`src/eew_map.svh`:
```
// Register map, field positions and timing counts of the EEPROM write control
`ifndef EEW_MAP_SVH
`define EEW_MAP_SVH

// AXI address width and word index width
`define EEW_ADDR_W          12
`define EEW_IDX_W           10
// Word indices; byte address is four times the index
`define EEW_IDX_ARRAY_LAST  10'h07F
`define EEW_IDX_CONTROL     10'h0EA
`define EEW_IDX_IRQ_STATUS  10'h100
`define EEW_IDX_IRQ_MASK    10'h101

// Control register fields
`define EEW_BIT_STANDBY     6
`define EEW_BIT_START       3
`define EEW_BIT_ROW_MODE    2
`define EEW_BIT_BUSY        1
`define EEW_BIT_ENABLE      0
`define EEW_CTRL_RESET      8'h00

// Interrupt status and mask fields
`define EEW_IRQ_W           2
`define EEW_IRQ_DONE        0
`define EEW_IRQ_ABORT       1
`define EEW_IRQ_RESET       2'h0

// Array geometry and contents
`define EEW_ARRAY_BYTES     128
`define EEW_ROW_BYTES       8
`define EEW_ERASED_BYTE     8'hFF
`define EEW_LATCH_CLEAR     8'h00

// Programming cycle length in aclk cycles (4 ns each)
`define EEW_PROG_CYCLES_DEF 1000
`define EEW_TMR_W           20

// AXI responses
`define EEW_RESP_OKAY       2'h0
`define EEW_RESP_SLVERR     2'h2

`endif

```
`src/eew_pkg.sv`:
```
// Types shared by the EEPROM write control modules
package eew_pkg;

  // What the running programming cycle will commit when it ends
  typedef enum logic [1:0] {
    EEW_IDLE,
    EEW_PROG_BYTE,
    EEW_PROG_ROW
  } eew_prog_e;

  typedef logic [7:0] eew_byte_t;
  typedef logic [4:0] eew_row_t;

endpackage : eew_pkg

```
`src/eew_prog_timer.sv`:
```
// Programming cycle timer: busy for a fixed number of cycles, then a done pulse
`timescale 1ns/100ps
`include "eew_map.svh"
module eew_prog_timer import eew_pkg::*; #(
  parameter int CYCLES = `EEW_PROG_CYCLES_DEF
) (
  // Clock and reset
  input  wire logic aclk,
  input  wire logic aresetn,
  // Control
  input  wire logic start,
  // Status
  output logic      busy,
  output logic      done
);

  localparam logic [`EEW_TMR_W-1:0] LOAD = `EEW_TMR_W'(CYCLES - 1);

  logic [`EEW_TMR_W-1:0] cnt_r;

  // Count down from the load value; a start while running is ignored
  always_ff @(posedge aclk) begin
    if (!aresetn) begin
      cnt_r <= '0;
      busy  <= 1'b0;
      done  <= 1'b0;
    end else begin
      done <= 1'b0;
      if (start && !busy) begin
        cnt_r <= LOAD;
        busy  <= 1'b1;
      end else if (busy) begin
        if (cnt_r == '0) begin
          busy <= 1'b0;
          done <= 1'b1;
        end else begin
          cnt_r <= cnt_r - 1'b1;
        end
      end
    end
  end

endmodule : eew_prog_timer

```
`src/eew_write_ctrl.sv`:
```
// EEPROM array with byte and row write control behind an AXI4-Lite slave
// How it works
// - Standby bit 6 disables the array, aborts accesses, drops array power.
// - Start bit 3 in row mode launches one cycle programming the row.
// - Start bit clears itself when the launched programming cycle ends.
// - Only loaded row bytes are programmed; unloaded ones keep their contents.
// - Row mode set, start clear: array writes fill row latches instead.
// - Row is address bits 7..3; bits 2..0 pick the byte within it.
// - Row mode bit clears itself at the end of every row cycle.
// - Clearing row mode before start discards the loaded row untouched.
// - Busy bit 1 reads high while a programming cycle runs.
// - Array accesses while busy are aborted; running cycle completes.
// - Enable bit 0 must be set; no write cycle starts while low.
// - Control register writes are ignored while busy; only busy reads.
// - Start is taken only when enable and row mode are already set.
// - Setting row mode clears all eight row latches.
// - First row-mode write latches the row until cycle end or mode clear.
//
// The AXI4-Lite register port was left to the implementer.
`timescale 1ns/100ps
`include "eew_map.svh"
module eew_write_ctrl import eew_pkg::*; #(
  parameter int PROG_CYCLES = `EEW_PROG_CYCLES_DEF
) (
  // Clock and reset
  input  wire logic                  aclk,
  input  wire logic                  aresetn,
  // AXI4-Lite write address
  input  wire logic [`EEW_ADDR_W-1:0] s_axi_awaddr,
  input  wire logic                  s_axi_awvalid,
  output logic                       s_axi_awready,
  // AXI4-Lite write data
  input  wire logic [31:0]           s_axi_wdata,
  input  wire logic [3:0]            s_axi_wstrb,
  input  wire logic                  s_axi_wvalid,
  output logic                       s_axi_wready,
  // AXI4-Lite write response
  output logic [1:0]                 s_axi_bresp,
  output logic                       s_axi_bvalid,
  input  wire logic                  s_axi_bready,
  // AXI4-Lite read address
  input  wire logic [`EEW_ADDR_W-1:0] s_axi_araddr,
  input  wire logic                  s_axi_arvalid,
  output logic                       s_axi_arready,
  // AXI4-Lite read data
  output logic [31:0]                s_axi_rdata,
  output logic [1:0]                 s_axi_rresp,
  output logic                       s_axi_rvalid,
  input  wire logic                  s_axi_rready,
  // Status to the rest of the chip
  output logic                       array_low_power,
  output logic                       program_in_progress,
  output logic                       irq
);

  // Control register state; a literal cannot be bit-selected, a constant can
  localparam logic [7:0] CTRL_RESET = `EEW_CTRL_RESET;
  logic       array_standby_r, program_enable_r;
  logic       row_mode_enable_r, row_program_start_r;
  // Programming sequence
  eew_prog_e  prog_state_r;
  logic       busy, tmr_start, tmr_busy, tmr_done;
  eew_byte_t  byte_addr_r, byte_data_r;
  // Row latches
  eew_row_t   row_addr_r;
  logic       row_addr_valid_r;
  logic [`EEW_ROW_BYTES-1:0] row_loaded_r;
  eew_byte_t  row_data_r [`EEW_ROW_BYTES];
  // Array cells start erased; nonvolatile, so reset leaves them alone
  eew_byte_t  cells [`EEW_ARRAY_BYTES] = '{default: `EEW_ERASED_BYTE};
  // Interrupts
  logic [`EEW_IRQ_W-1:0] irq_status_r, irq_mask_r, irq_event;
  // Bus holding registers
  logic                  aw_held_r, w_held_r, wlane0_r;
  logic [`EEW_IDX_W-1:0] aw_idx_r;
  logic [31:0]           wdata_r;
  // Decoded write
  logic        aw_take, w_take, b_done, wr_fire;
  logic        wr_ctrl, wr_array, wr_sts, wr_msk, wr_mapped;
  logic        ctrl_take, array_ok, array_wr, row_hit;
  logic        byte_launch, row_load, row_launch;
  logic        row_mode_rise, row_mode_drop, latch_clear, wr_abort;
  eew_byte_t   wr_addr, wr_byte;
  // Decoded read
  logic                  ar_take, rd_array, rd_abort;
  logic [`EEW_IDX_W-1:0] ar_idx;
  logic [31:0]           rd_data;
  logic [1:0]            rd_resp;

  // Timer that sets the length of each programming cycle
  eew_prog_timer #(
    .CYCLES (PROG_CYCLES)
  ) u_timer (
    .aclk    (aclk),
    .aresetn (aresetn),
    .start   (tmr_start),
    .busy    (tmr_busy),
    .done    (tmr_done)
  );

  // Busy spans the timer run and the commit cycle after it
  assign busy = (prog_state_r != EEW_IDLE);
  // Write channel handshakes
  assign aw_take = s_axi_awvalid && s_axi_awready;
  assign w_take  = s_axi_wvalid && s_axi_wready;
  assign b_done  = s_axi_bvalid && s_axi_bready;
  assign wr_fire = aw_held_r && w_held_r && !s_axi_bvalid;
  // Write address decode
  assign wr_array  = wr_fire && (aw_idx_r <= `EEW_IDX_ARRAY_LAST);
  assign wr_ctrl   = wr_fire && (aw_idx_r == `EEW_IDX_CONTROL);
  assign wr_sts    = wr_fire && (aw_idx_r == `EEW_IDX_IRQ_STATUS);
  assign wr_msk    = wr_fire && (aw_idx_r == `EEW_IDX_IRQ_MASK);
  assign wr_mapped = wr_array || wr_ctrl || wr_sts || wr_msk;
  assign wr_addr   = aw_idx_r[7:0];
  assign wr_byte   = wdata_r[7:0];
  // Control writes only land while idle
  assign ctrl_take = wr_ctrl && wlane0_r && !busy;
  // Array reachable only when powered and idle
  assign array_ok = !busy && !array_standby_r;
  assign array_wr = wr_array && wlane0_r && array_ok;
  // Row match on the upper address bits once a row is latched
  assign row_hit = !row_addr_valid_r ||
                   (wr_addr[7:3] == row_addr_r);
  // Byte mode needs enable; row mode fills latches instead
  assign byte_launch = array_wr && !row_mode_enable_r &&
                       program_enable_r;
  assign row_load    = array_wr && row_mode_enable_r &&
                       !row_program_start_r && row_hit;
  // Start is taken only on already set enable and row mode
  assign row_launch = ctrl_take && wdata_r[`EEW_BIT_START] &&
                      program_enable_r && row_mode_enable_r &&
                      !array_standby_r;
  // Row mode edges seen through control writes
  assign row_mode_rise = ctrl_take && wdata_r[`EEW_BIT_ROW_MODE] &&
                         !row_mode_enable_r;
  assign row_mode_drop = ctrl_take && !wdata_r[`EEW_BIT_ROW_MODE] &&
                         row_mode_enable_r;
  assign latch_clear   = row_mode_rise || row_mode_drop ||
                         (tmr_done && prog_state_r == EEW_PROG_ROW);
  // Abort event: array touched while busy or in standby, or control busy
  assign wr_abort  = wr_array && !array_ok;
  assign irq_event[`EEW_IRQ_DONE]  = tmr_done;
  assign irq_event[`EEW_IRQ_ABORT] = wr_abort || rd_abort ||
                                     (wr_ctrl && busy);
  assign tmr_start = byte_launch || row_launch;

  // Write address holding; released once the response is taken
  always_ff @(posedge aclk) begin
    if (!aresetn) begin
      s_axi_awready <= 1'b0;
      aw_held_r     <= 1'b0;
      aw_idx_r      <= '0;
    end else begin
      if (aw_take) begin
        aw_held_r     <= 1'b1;
        aw_idx_r      <= s_axi_awaddr[`EEW_ADDR_W-1:2];
        s_axi_awready <= 1'b0;
      end else if (b_done) begin
        aw_held_r     <= 1'b0;
        s_axi_awready <= 1'b1;
      end else if (!aw_held_r) begin
        s_axi_awready <= 1'b1;
      end
    end
  end

  // Write data holding; only byte lane 0 carries register bits
  always_ff @(posedge aclk) begin
    if (!aresetn) begin
      s_axi_wready <= 1'b0;
      w_held_r     <= 1'b0;
      wdata_r      <= '0;
      wlane0_r     <= 1'b0;
    end else begin
      if (w_take) begin
        w_held_r     <= 1'b1;
        wdata_r      <= s_axi_wdata;
        wlane0_r     <= s_axi_wstrb[0];
        s_axi_wready <= 1'b0;
      end else if (b_done) begin
        w_held_r     <= 1'b0;
        s_axi_wready <= 1'b1;
      end else if (!w_held_r) begin
        s_axi_wready <= 1'b1;
      end
    end
  end

  // Write response; aborted array access and holes answer SLVERR
  always_ff @(posedge aclk) begin
    if (!aresetn) begin
      s_axi_bvalid <= 1'b0;
      s_axi_bresp  <= `EEW_RESP_OKAY;
    end else if (wr_fire) begin
      s_axi_bvalid <= 1'b1;
      s_axi_bresp  <= (!wr_mapped || wr_abort) ? `EEW_RESP_SLVERR
                                               : `EEW_RESP_OKAY;
    end else if (b_done) begin
      s_axi_bvalid <= 1'b0;
    end
  end

  // Control bits; reserved and unused bits are not stored
  always_ff @(posedge aclk) begin
    if (!aresetn) begin
      array_standby_r   <= CTRL_RESET[`EEW_BIT_STANDBY];
      program_enable_r  <= CTRL_RESET[`EEW_BIT_ENABLE];
      row_mode_enable_r <= CTRL_RESET[`EEW_BIT_ROW_MODE];
    end else if (ctrl_take) begin
      array_standby_r   <= wdata_r[`EEW_BIT_STANDBY];
      program_enable_r  <= wdata_r[`EEW_BIT_ENABLE];
      row_mode_enable_r <= wdata_r[`EEW_BIT_ROW_MODE];
    end else if (tmr_done && prog_state_r == EEW_PROG_ROW) begin
      row_mode_enable_r <= 1'b0;
    end
  end

  // Start bit; a refused start leaves it clear
  always_ff @(posedge aclk) begin
    if (!aresetn) begin
      row_program_start_r <= CTRL_RESET[`EEW_BIT_START];
    end else if (row_launch) begin
      row_program_start_r <= 1'b1;
    end else if (tmr_done) begin
      row_program_start_r <= 1'b0;
    end
  end

  // Programming state and the byte waiting for a byte-mode cycle
  always_ff @(posedge aclk) begin
    if (!aresetn) begin
      prog_state_r <= EEW_IDLE;
      byte_addr_r  <= '0;
      byte_data_r  <= '0;
    end else if (byte_launch) begin
      prog_state_r <= EEW_PROG_BYTE;
      byte_addr_r  <= wr_addr;
      byte_data_r  <= wr_byte;
    end else if (row_launch) begin
      prog_state_r <= EEW_PROG_ROW;
    end else if (tmr_done) begin
      prog_state_r <= EEW_IDLE;
    end
  end

  // Row address latched by the first load, dropped with the latches
  always_ff @(posedge aclk) begin
    if (!aresetn) begin
      row_addr_valid_r <= 1'b0;
      row_addr_r       <= '0;
    end else if (latch_clear) begin
      row_addr_valid_r <= 1'b0;
    end else if (row_load && !row_addr_valid_r) begin
      row_addr_valid_r <= 1'b1;
      row_addr_r       <= wr_addr[7:3];
    end
  end

  // Eight volatile row latches with their loaded flags
  for (genvar gi = 0; gi < `EEW_ROW_BYTES; gi++) begin : g_latch
    always_ff @(posedge aclk) begin
      if (!aresetn) begin
        row_loaded_r[gi] <= 1'b0;
        row_data_r[gi]   <= `EEW_LATCH_CLEAR;
      end else if (latch_clear) begin
        row_loaded_r[gi] <= 1'b0;
        row_data_r[gi]   <= `EEW_LATCH_CLEAR;
      end else if (row_load && wr_addr[2:0] == 3'(gi)) begin
        row_loaded_r[gi] <= 1'b1;
        row_data_r[gi]   <= wr_byte;
      end
    end
  end

  // Commit at the end of the cycle, so an abandoned row writes nothing
  always_ff @(posedge aclk) begin
    if (tmr_done && prog_state_r == EEW_PROG_BYTE) begin
      cells[byte_addr_r[6:0]] <= byte_data_r;
    end else if (tmr_done && prog_state_r == EEW_PROG_ROW) begin
      for (int i = 0; i < `EEW_ROW_BYTES; i++) begin
        if (row_loaded_r[i]) begin
          cells[{row_addr_r[3:0], 3'(i)}] <= row_data_r[i];
        end
      end
    end
  end

  // Read decode; busy status stays readable through the control word
  assign ar_take  = s_axi_arvalid && s_axi_arready;
  assign ar_idx   = s_axi_araddr[`EEW_ADDR_W-1:2];
  assign rd_array = ar_take && (ar_idx <= `EEW_IDX_ARRAY_LAST);
  assign rd_abort = rd_array && !array_ok;
  always_comb begin
    rd_data = '0;
    rd_resp = `EEW_RESP_OKAY;
    if (ar_idx <= `EEW_IDX_ARRAY_LAST) begin
      if (array_ok) begin
        rd_data[7:0] = cells[ar_idx[6:0]];
      end else begin
        rd_resp = `EEW_RESP_SLVERR;
      end
    end else if (ar_idx == `EEW_IDX_CONTROL) begin
      rd_data[`EEW_BIT_BUSY] = busy;
    end else if (ar_idx == `EEW_IDX_IRQ_STATUS) begin
      rd_data[`EEW_IRQ_W-1:0] = irq_status_r;
    end else if (ar_idx == `EEW_IDX_IRQ_MASK) begin
      rd_data[`EEW_IRQ_W-1:0] = irq_mask_r;
    end else begin
      rd_resp = `EEW_RESP_SLVERR;
    end
  end

  // Read channel: one read at a time, data one cycle after the address
  always_ff @(posedge aclk) begin
    if (!aresetn) begin
      s_axi_arready <= 1'b0;
      s_axi_rvalid  <= 1'b0;
      s_axi_rdata   <= '0;
      s_axi_rresp   <= `EEW_RESP_OKAY;
    end else if (ar_take) begin
      s_axi_arready <= 1'b0;
      s_axi_rvalid  <= 1'b1;
      s_axi_rdata   <= rd_data;
      s_axi_rresp   <= rd_resp;
    end else if (s_axi_rvalid && s_axi_rready) begin
      s_axi_rvalid  <= 1'b0;
    end else if (!s_axi_rvalid) begin
      s_axi_arready <= 1'b1;
    end
  end

  // Sticky events; a new event wins over a same-cycle clear
  always_ff @(posedge aclk) begin
    if (!aresetn) begin
      irq_status_r <= `EEW_IRQ_RESET;
    end else begin
      irq_status_r <= (irq_status_r &
                       ~((wr_sts && wlane0_r) ?
                         wdata_r[`EEW_IRQ_W-1:0] : `EEW_IRQ_RESET)) |
                      irq_event;
    end
  end

  // Interrupt mask
  always_ff @(posedge aclk) begin
    if (!aresetn) begin
      irq_mask_r <= `EEW_IRQ_RESET;
    end else if (wr_msk && wlane0_r) begin
      irq_mask_r <= wdata_r[`EEW_IRQ_W-1:0];
    end
  end

  // Registered status outputs, one cycle behind their sources
  always_ff @(posedge aclk) begin
    if (!aresetn) begin
      irq                 <= 1'b0;
      array_low_power     <= 1'b0;
      program_in_progress <= 1'b0;
    end else begin
      irq                 <= |(irq_status_r & irq_mask_r);
      array_low_power     <= array_standby_r;
      program_in_progress <= busy || tmr_busy;
    end
  end

endmodule : eew_write_ctrl

```
`config.mk`:
```
export PLATFORM = sky130hd
export DESIGN_NAME = eew_write_ctrl
export DESIGN_NICKNAME = d
export VERILOG_FILES = /design/src/eew_pkg.sv /design/src/eew_prog_timer.sv /design/src/eew_write_ctrl.sv
export VERILOG_INCLUDE_DIRS = /design/src
export SDC_FILE = /design/constraint.sdc
export NUM_CORES = 2
export LEC_CHECK = 0
export ABC_AREA = 1
export BUFFER_PORTS_ARGS = -buffer_cell sky130_fd_sc_hd__buf_4
export CORE_ASPECT_RATIO = 0.9
export CORE_MARGIN = 2
export CORE_UTILIZATION = 35
export CTS_BUF_LIST = sky130_fd_sc_hd__clkbuf_16
export DETAILED_ROUTE_END_ITERATION = 16
export HOLD_SLACK_MARGIN = 0.06
export PLACE_DENSITY = 0.53
export SYNTH_ARGS = -nofsm -noshare
export SYNTH_HDL_FRONTEND = slang
export SYNTH_SLANG_ARGS = --single-unit
```
`constraint.sdc`:
```
create_clock -name aclk -period 3.2 [get_ports aclk]
set_input_delay 0.32 -clock aclk [delete_from_list [all_inputs] [get_ports aclk]]
set_output_delay 0.32 -clock aclk [all_outputs]
set_load 0.01 [all_outputs]
```
==> run metrics <==
status=complete, no violations; startpoint kind of the worst setup timing path=register; post-CTS setup-driven buffer insertion count=0; worst-case hold slack=0.143 ns; most frequent standard cell in the layout excluding fill and tap cells=sky130_fd_sc_hd__nand2_1; non-filler cells, final=a little under 9,000; Placed Instances=around 8,500; Clock Root Buffer=sky130_fd_sc_hd__clkbuf_16; RSZ-0062 raised after global routing=false; placed wire-length estimate after detailed placement=between 150 and 200 mm; WHS Endpoint=s_axi_rdata[6]; Max Transition Viols Final=0; met3 global-route usage=roughly 6.5%; maximum fanout along the worst path=16; ratio of cells with drive above 1 in the final layout=11.7%; Row Count=142; number of nets at the end of the flow=approximately 6,500; number of port buffers=53; die footprint=~170,000 um^2; relative slew slack=under 10%; highest clock frequency the design can meet=about 0.33 GHz; iteration-0 DRC count of the detailed router=about 9,200; cell area after synthesis=58,800 um^2; start of the worst register-to-register path=prog_state_r[0]; GRT Residual Overflow=0; pin count of the biggest net entering global routing=70; sequential share of the synthesized area=59.0%; H-tree Lvls=4; cells after synthesis=around 6,300; grt met1 use=approximately 40%; internal reg-to-reg setup slack=about 0.21 ns; endpoint of the worst register-to-register path=cells[118][0]; Reg clk slew, reported paths=0.06 ns; list of cells traversed by the critical path=inv_1 > nor4_1 > nand3_1 > buf_4 > o21ai_0; commonest register cell after synthesis=sky130_fd_sc_hd__edfxtp_1; unique cell type count in the Yosys netlist=48; Hold WC Path Type=in2reg; met2 usage in global routing=between 40% and 50%; number of register bits inferred by synthesis=between 1,000 and 1,500; Chip Width=~440 um; standard cell core area=~170,000 um^2; Clk Latency, worst-skew pair=0.81 ns; buffers from clock root to sink, at most=3; fraction of the cycle the final worst path needs=approximately 94%; WP data arrival=3.39 ns; share of async-settable or async-resettable flops after synthesis=0%; number of endpoints with negative hold slack in the final report=0; height of the chip=393 um; routed wire length=248 mm; kind of end point of the critical path=register; CP Data Required Time=between 3 and 4 ns; max-cap viol count=0; Reg2Reg Depth=5; Largest stage delay, worst path=around 1.2 ns; wire length of the first global-routing pass=around 340 mm; final weighted congestion in routability-driven placement=0.995; startpoint of the most critical setup path=prog_state_r[0]; via density per instance=5.63; worst clock skew=0.0370 ns; average wire per cell in the routed design=around 28 um; average cell area after synthesis=around 9.3 um^2; most crowded layer after global routing=met2; highest-count cells in the layout ignoring fill and taps=2,226 x sky130_fd_sc_hd__nand2_1, 1,189 x sky130_fd_sc_hd__o21ai_0, 1,088 x sky130_fd_sc_hd__edfxtp_1; worst-path cell with the longest stage delay=sky130_fd_sc_hd__o21ai_0; via total after detailed routing=49,600; GR Util All Layers=28.3%; post-layout minimum cycle time=~3 ns; worst setup path class=reg2reg; worst ir drop on vdd=approximately 0.00031 V; Leak Pwr=24.5 nW; cell depth of the worst min-delay path=6; total power density per cell area=between 400 and 500 nW/um^2; number of enable flip-flop cells after synthesis=around 1,100; warnings from Yosys=0; initial standard-cell utilization of the core=around a third; total clock buffers created by CTS=133; Hold Path Origin=s_axi_araddr[6]; clock tree from TritonCTS=built; area grow syn2layout=15.3%; post-detailed-route count of antenna-violating nets=0; drt pass-1 iters=6; Slew @ Worst Pin=roughly 1.4 ns; number of top-level pins=111; initial antenna violation count=between 40 and 50; post-cts resize count=0; vias in the first global route=approximately 45,000; clock sinks=1,188; number of setup violations in the final report=0; Remaining DRCs=0
[metal layers]
layer / share of wire, % / wire (um)
met2: 43 / 106000
met4: 4.5 / 11200
met5: 0.0032 / 8
met3: 13 / 32600
met1: 40 / 97900
[worst max-delay path by stage]
| stage | slack [ns] | endpoint | depth (start not counted) |
|---|---|---|---|
| 4_1_cts | 0.26 | cells[108][2] | 5 |
| 3_5_place_dp | 0.06 | s_axi_rdata[0] | 12 |
| 6_report | 0.21 | cells[118][0] | 5 |
| 2_1_floorplan | 0.94 | cells[11][0] | 5 |
| 5_1_grt | 0.06 | cells[119][4] | 5 |
| 3_3_place_gp | -0.009 | s_axi_rdata[0] | 12 |
[critical path, delay by kind of cell, from the launching register on]
family | cells | cell delay [ns]
compound gates | 1 | 1.16
buf+inv | 2 | 0.40
flops | 1 | 0.41
simple gates | 2 | 0.61
[power by group]
| part | internal, mW | switching [mW] |
|---|---|---|
| Clock | 8.21 | 6.61 |
| Sequential | 16.7 | 0.0351 |
| Combinational | 0.532 | 1.63 |
| Total | 25.5 | 8.28 |
[cells by family (layout without fill, tap and decap cells)]
logic type / count (synthesis) / after routing / synth area share [%]
XOR/XNOR: 11 / 11 / 0.164
adder cells (fa/ha/maj): 1 / 1 / 0.0213
AO/OA/AOI/OAI: 1656 / 1656 / 15.5
AND/OR/NAND/NOR: 2766 / 2766 / 20.0
other: 1 / 44 / 0.00638
buffers and inverters: 686 / 899 / 5.28
flip-flops: 1188 / 1188 / 59.0
[registers in the layout, summed over array words and instances (netlist names), 2 cells and up]
signal	flops
cells	1024
s_axi_rdata	8
row_loaded_r	8
irq_mask_r	2
wdata_r	8
aw_idx_r	10
u_timer.cnt_r	20
irq_status_r	2
row_addr_r	5
byte_addr_r	7
prog_state_r	2
byte_data_r	8
row_data_r	64
[layout make-up]
cell class              instances  area (um^2)
inverters                     173          693
clock buffers                 140         3500
clock inverters                99          586
fillers                     16400        98900
flip-flops and latches       1188        34700
diodes                         18         45.0
well taps                    2232         2790
multi-input cells            4460        21100
repair buffers                487         4340
[cells in the mapped netlist, types with 5 or more instances]
cell type                  count  area, um^2
sky130_fd_sc_hd__nand4_1      55         344
sky130_fd_sc_hd__nand3_1      90         450
sky130_fd_sc_hd__clkinv_1      8        30.0
sky130_fd_sc_hd__inv_2         7        26.3
sky130_fd_sc_hd__o21ai_1      30         150
sky130_fd_sc_hd__nor2_4       15         169
sky130_fd_sc_hd__xor2_1        8        70.1
sky130_fd_sc_hd__clkbuf_1    230         863
sky130_fd_sc_hd__buf_1        71         267
sky130_fd_sc_hd__a21oi_1      94         470
sky130_fd_sc_hd__nand2_4      80         901
sky130_fd_sc_hd__nor4_1        7        43.8
sky130_fd_sc_hd__dfxtp_1     100        2000
sky130_fd_sc_hd__buf_2       167         836
sky130_fd_sc_hd__nor2_1      238         893
sky130_fd_sc_hd__nor3_1       14        70.1
sky130_fd_sc_hd__a22oi_1     326        2450
sky130_fd_sc_hd__a31oi_1       5        31.3
sky130_fd_sc_hd__edfxtp_1   1088       32700
sky130_fd_sc_hd__inv_1       156         586
sky130_fd_sc_hd__nand2_1    2226        8360
sky130_fd_sc_hd__o21ai_0    1189        5950
sky130_fd_sc_hd__nor2_2        5        31.3
sky130_fd_sc_hd__buf_4        32         240
sky130_fd_sc_hd__nand3_4       9         158
sky130_fd_sc_hd__buf_12        9         180
sky130_fd_sc_hd__nor2_8        8         160
[repair_timing]
| item | 4_1_cts | 5_1_grt |
|---|---|---|
| hold endpoints to repair | 61 | 0 |
| hold buffers | 42 | 0 |
| endpoints found under the setup margin | 0 | 0 |
[metrics by stage]
step           setup WS [ns]  power (mW)  setup TNS, ns  cell area, um^2  utilization [%]
2_1_floorplan          0.942        18.1              0            58900                -
3_3_place_gp        -0.00903        19.2       -0.00903            63200             37.9
3_5_place_dp          0.0618        19.1              0            63200             37.9
4_1_cts                0.255        33.7              0            67700             40.6
5_1_grt               0.0565        34.5              0            67700             40.6
6_report               0.205        33.8              0            67800             40.7
Note: power is estimated with default switching activity, not from simulation.
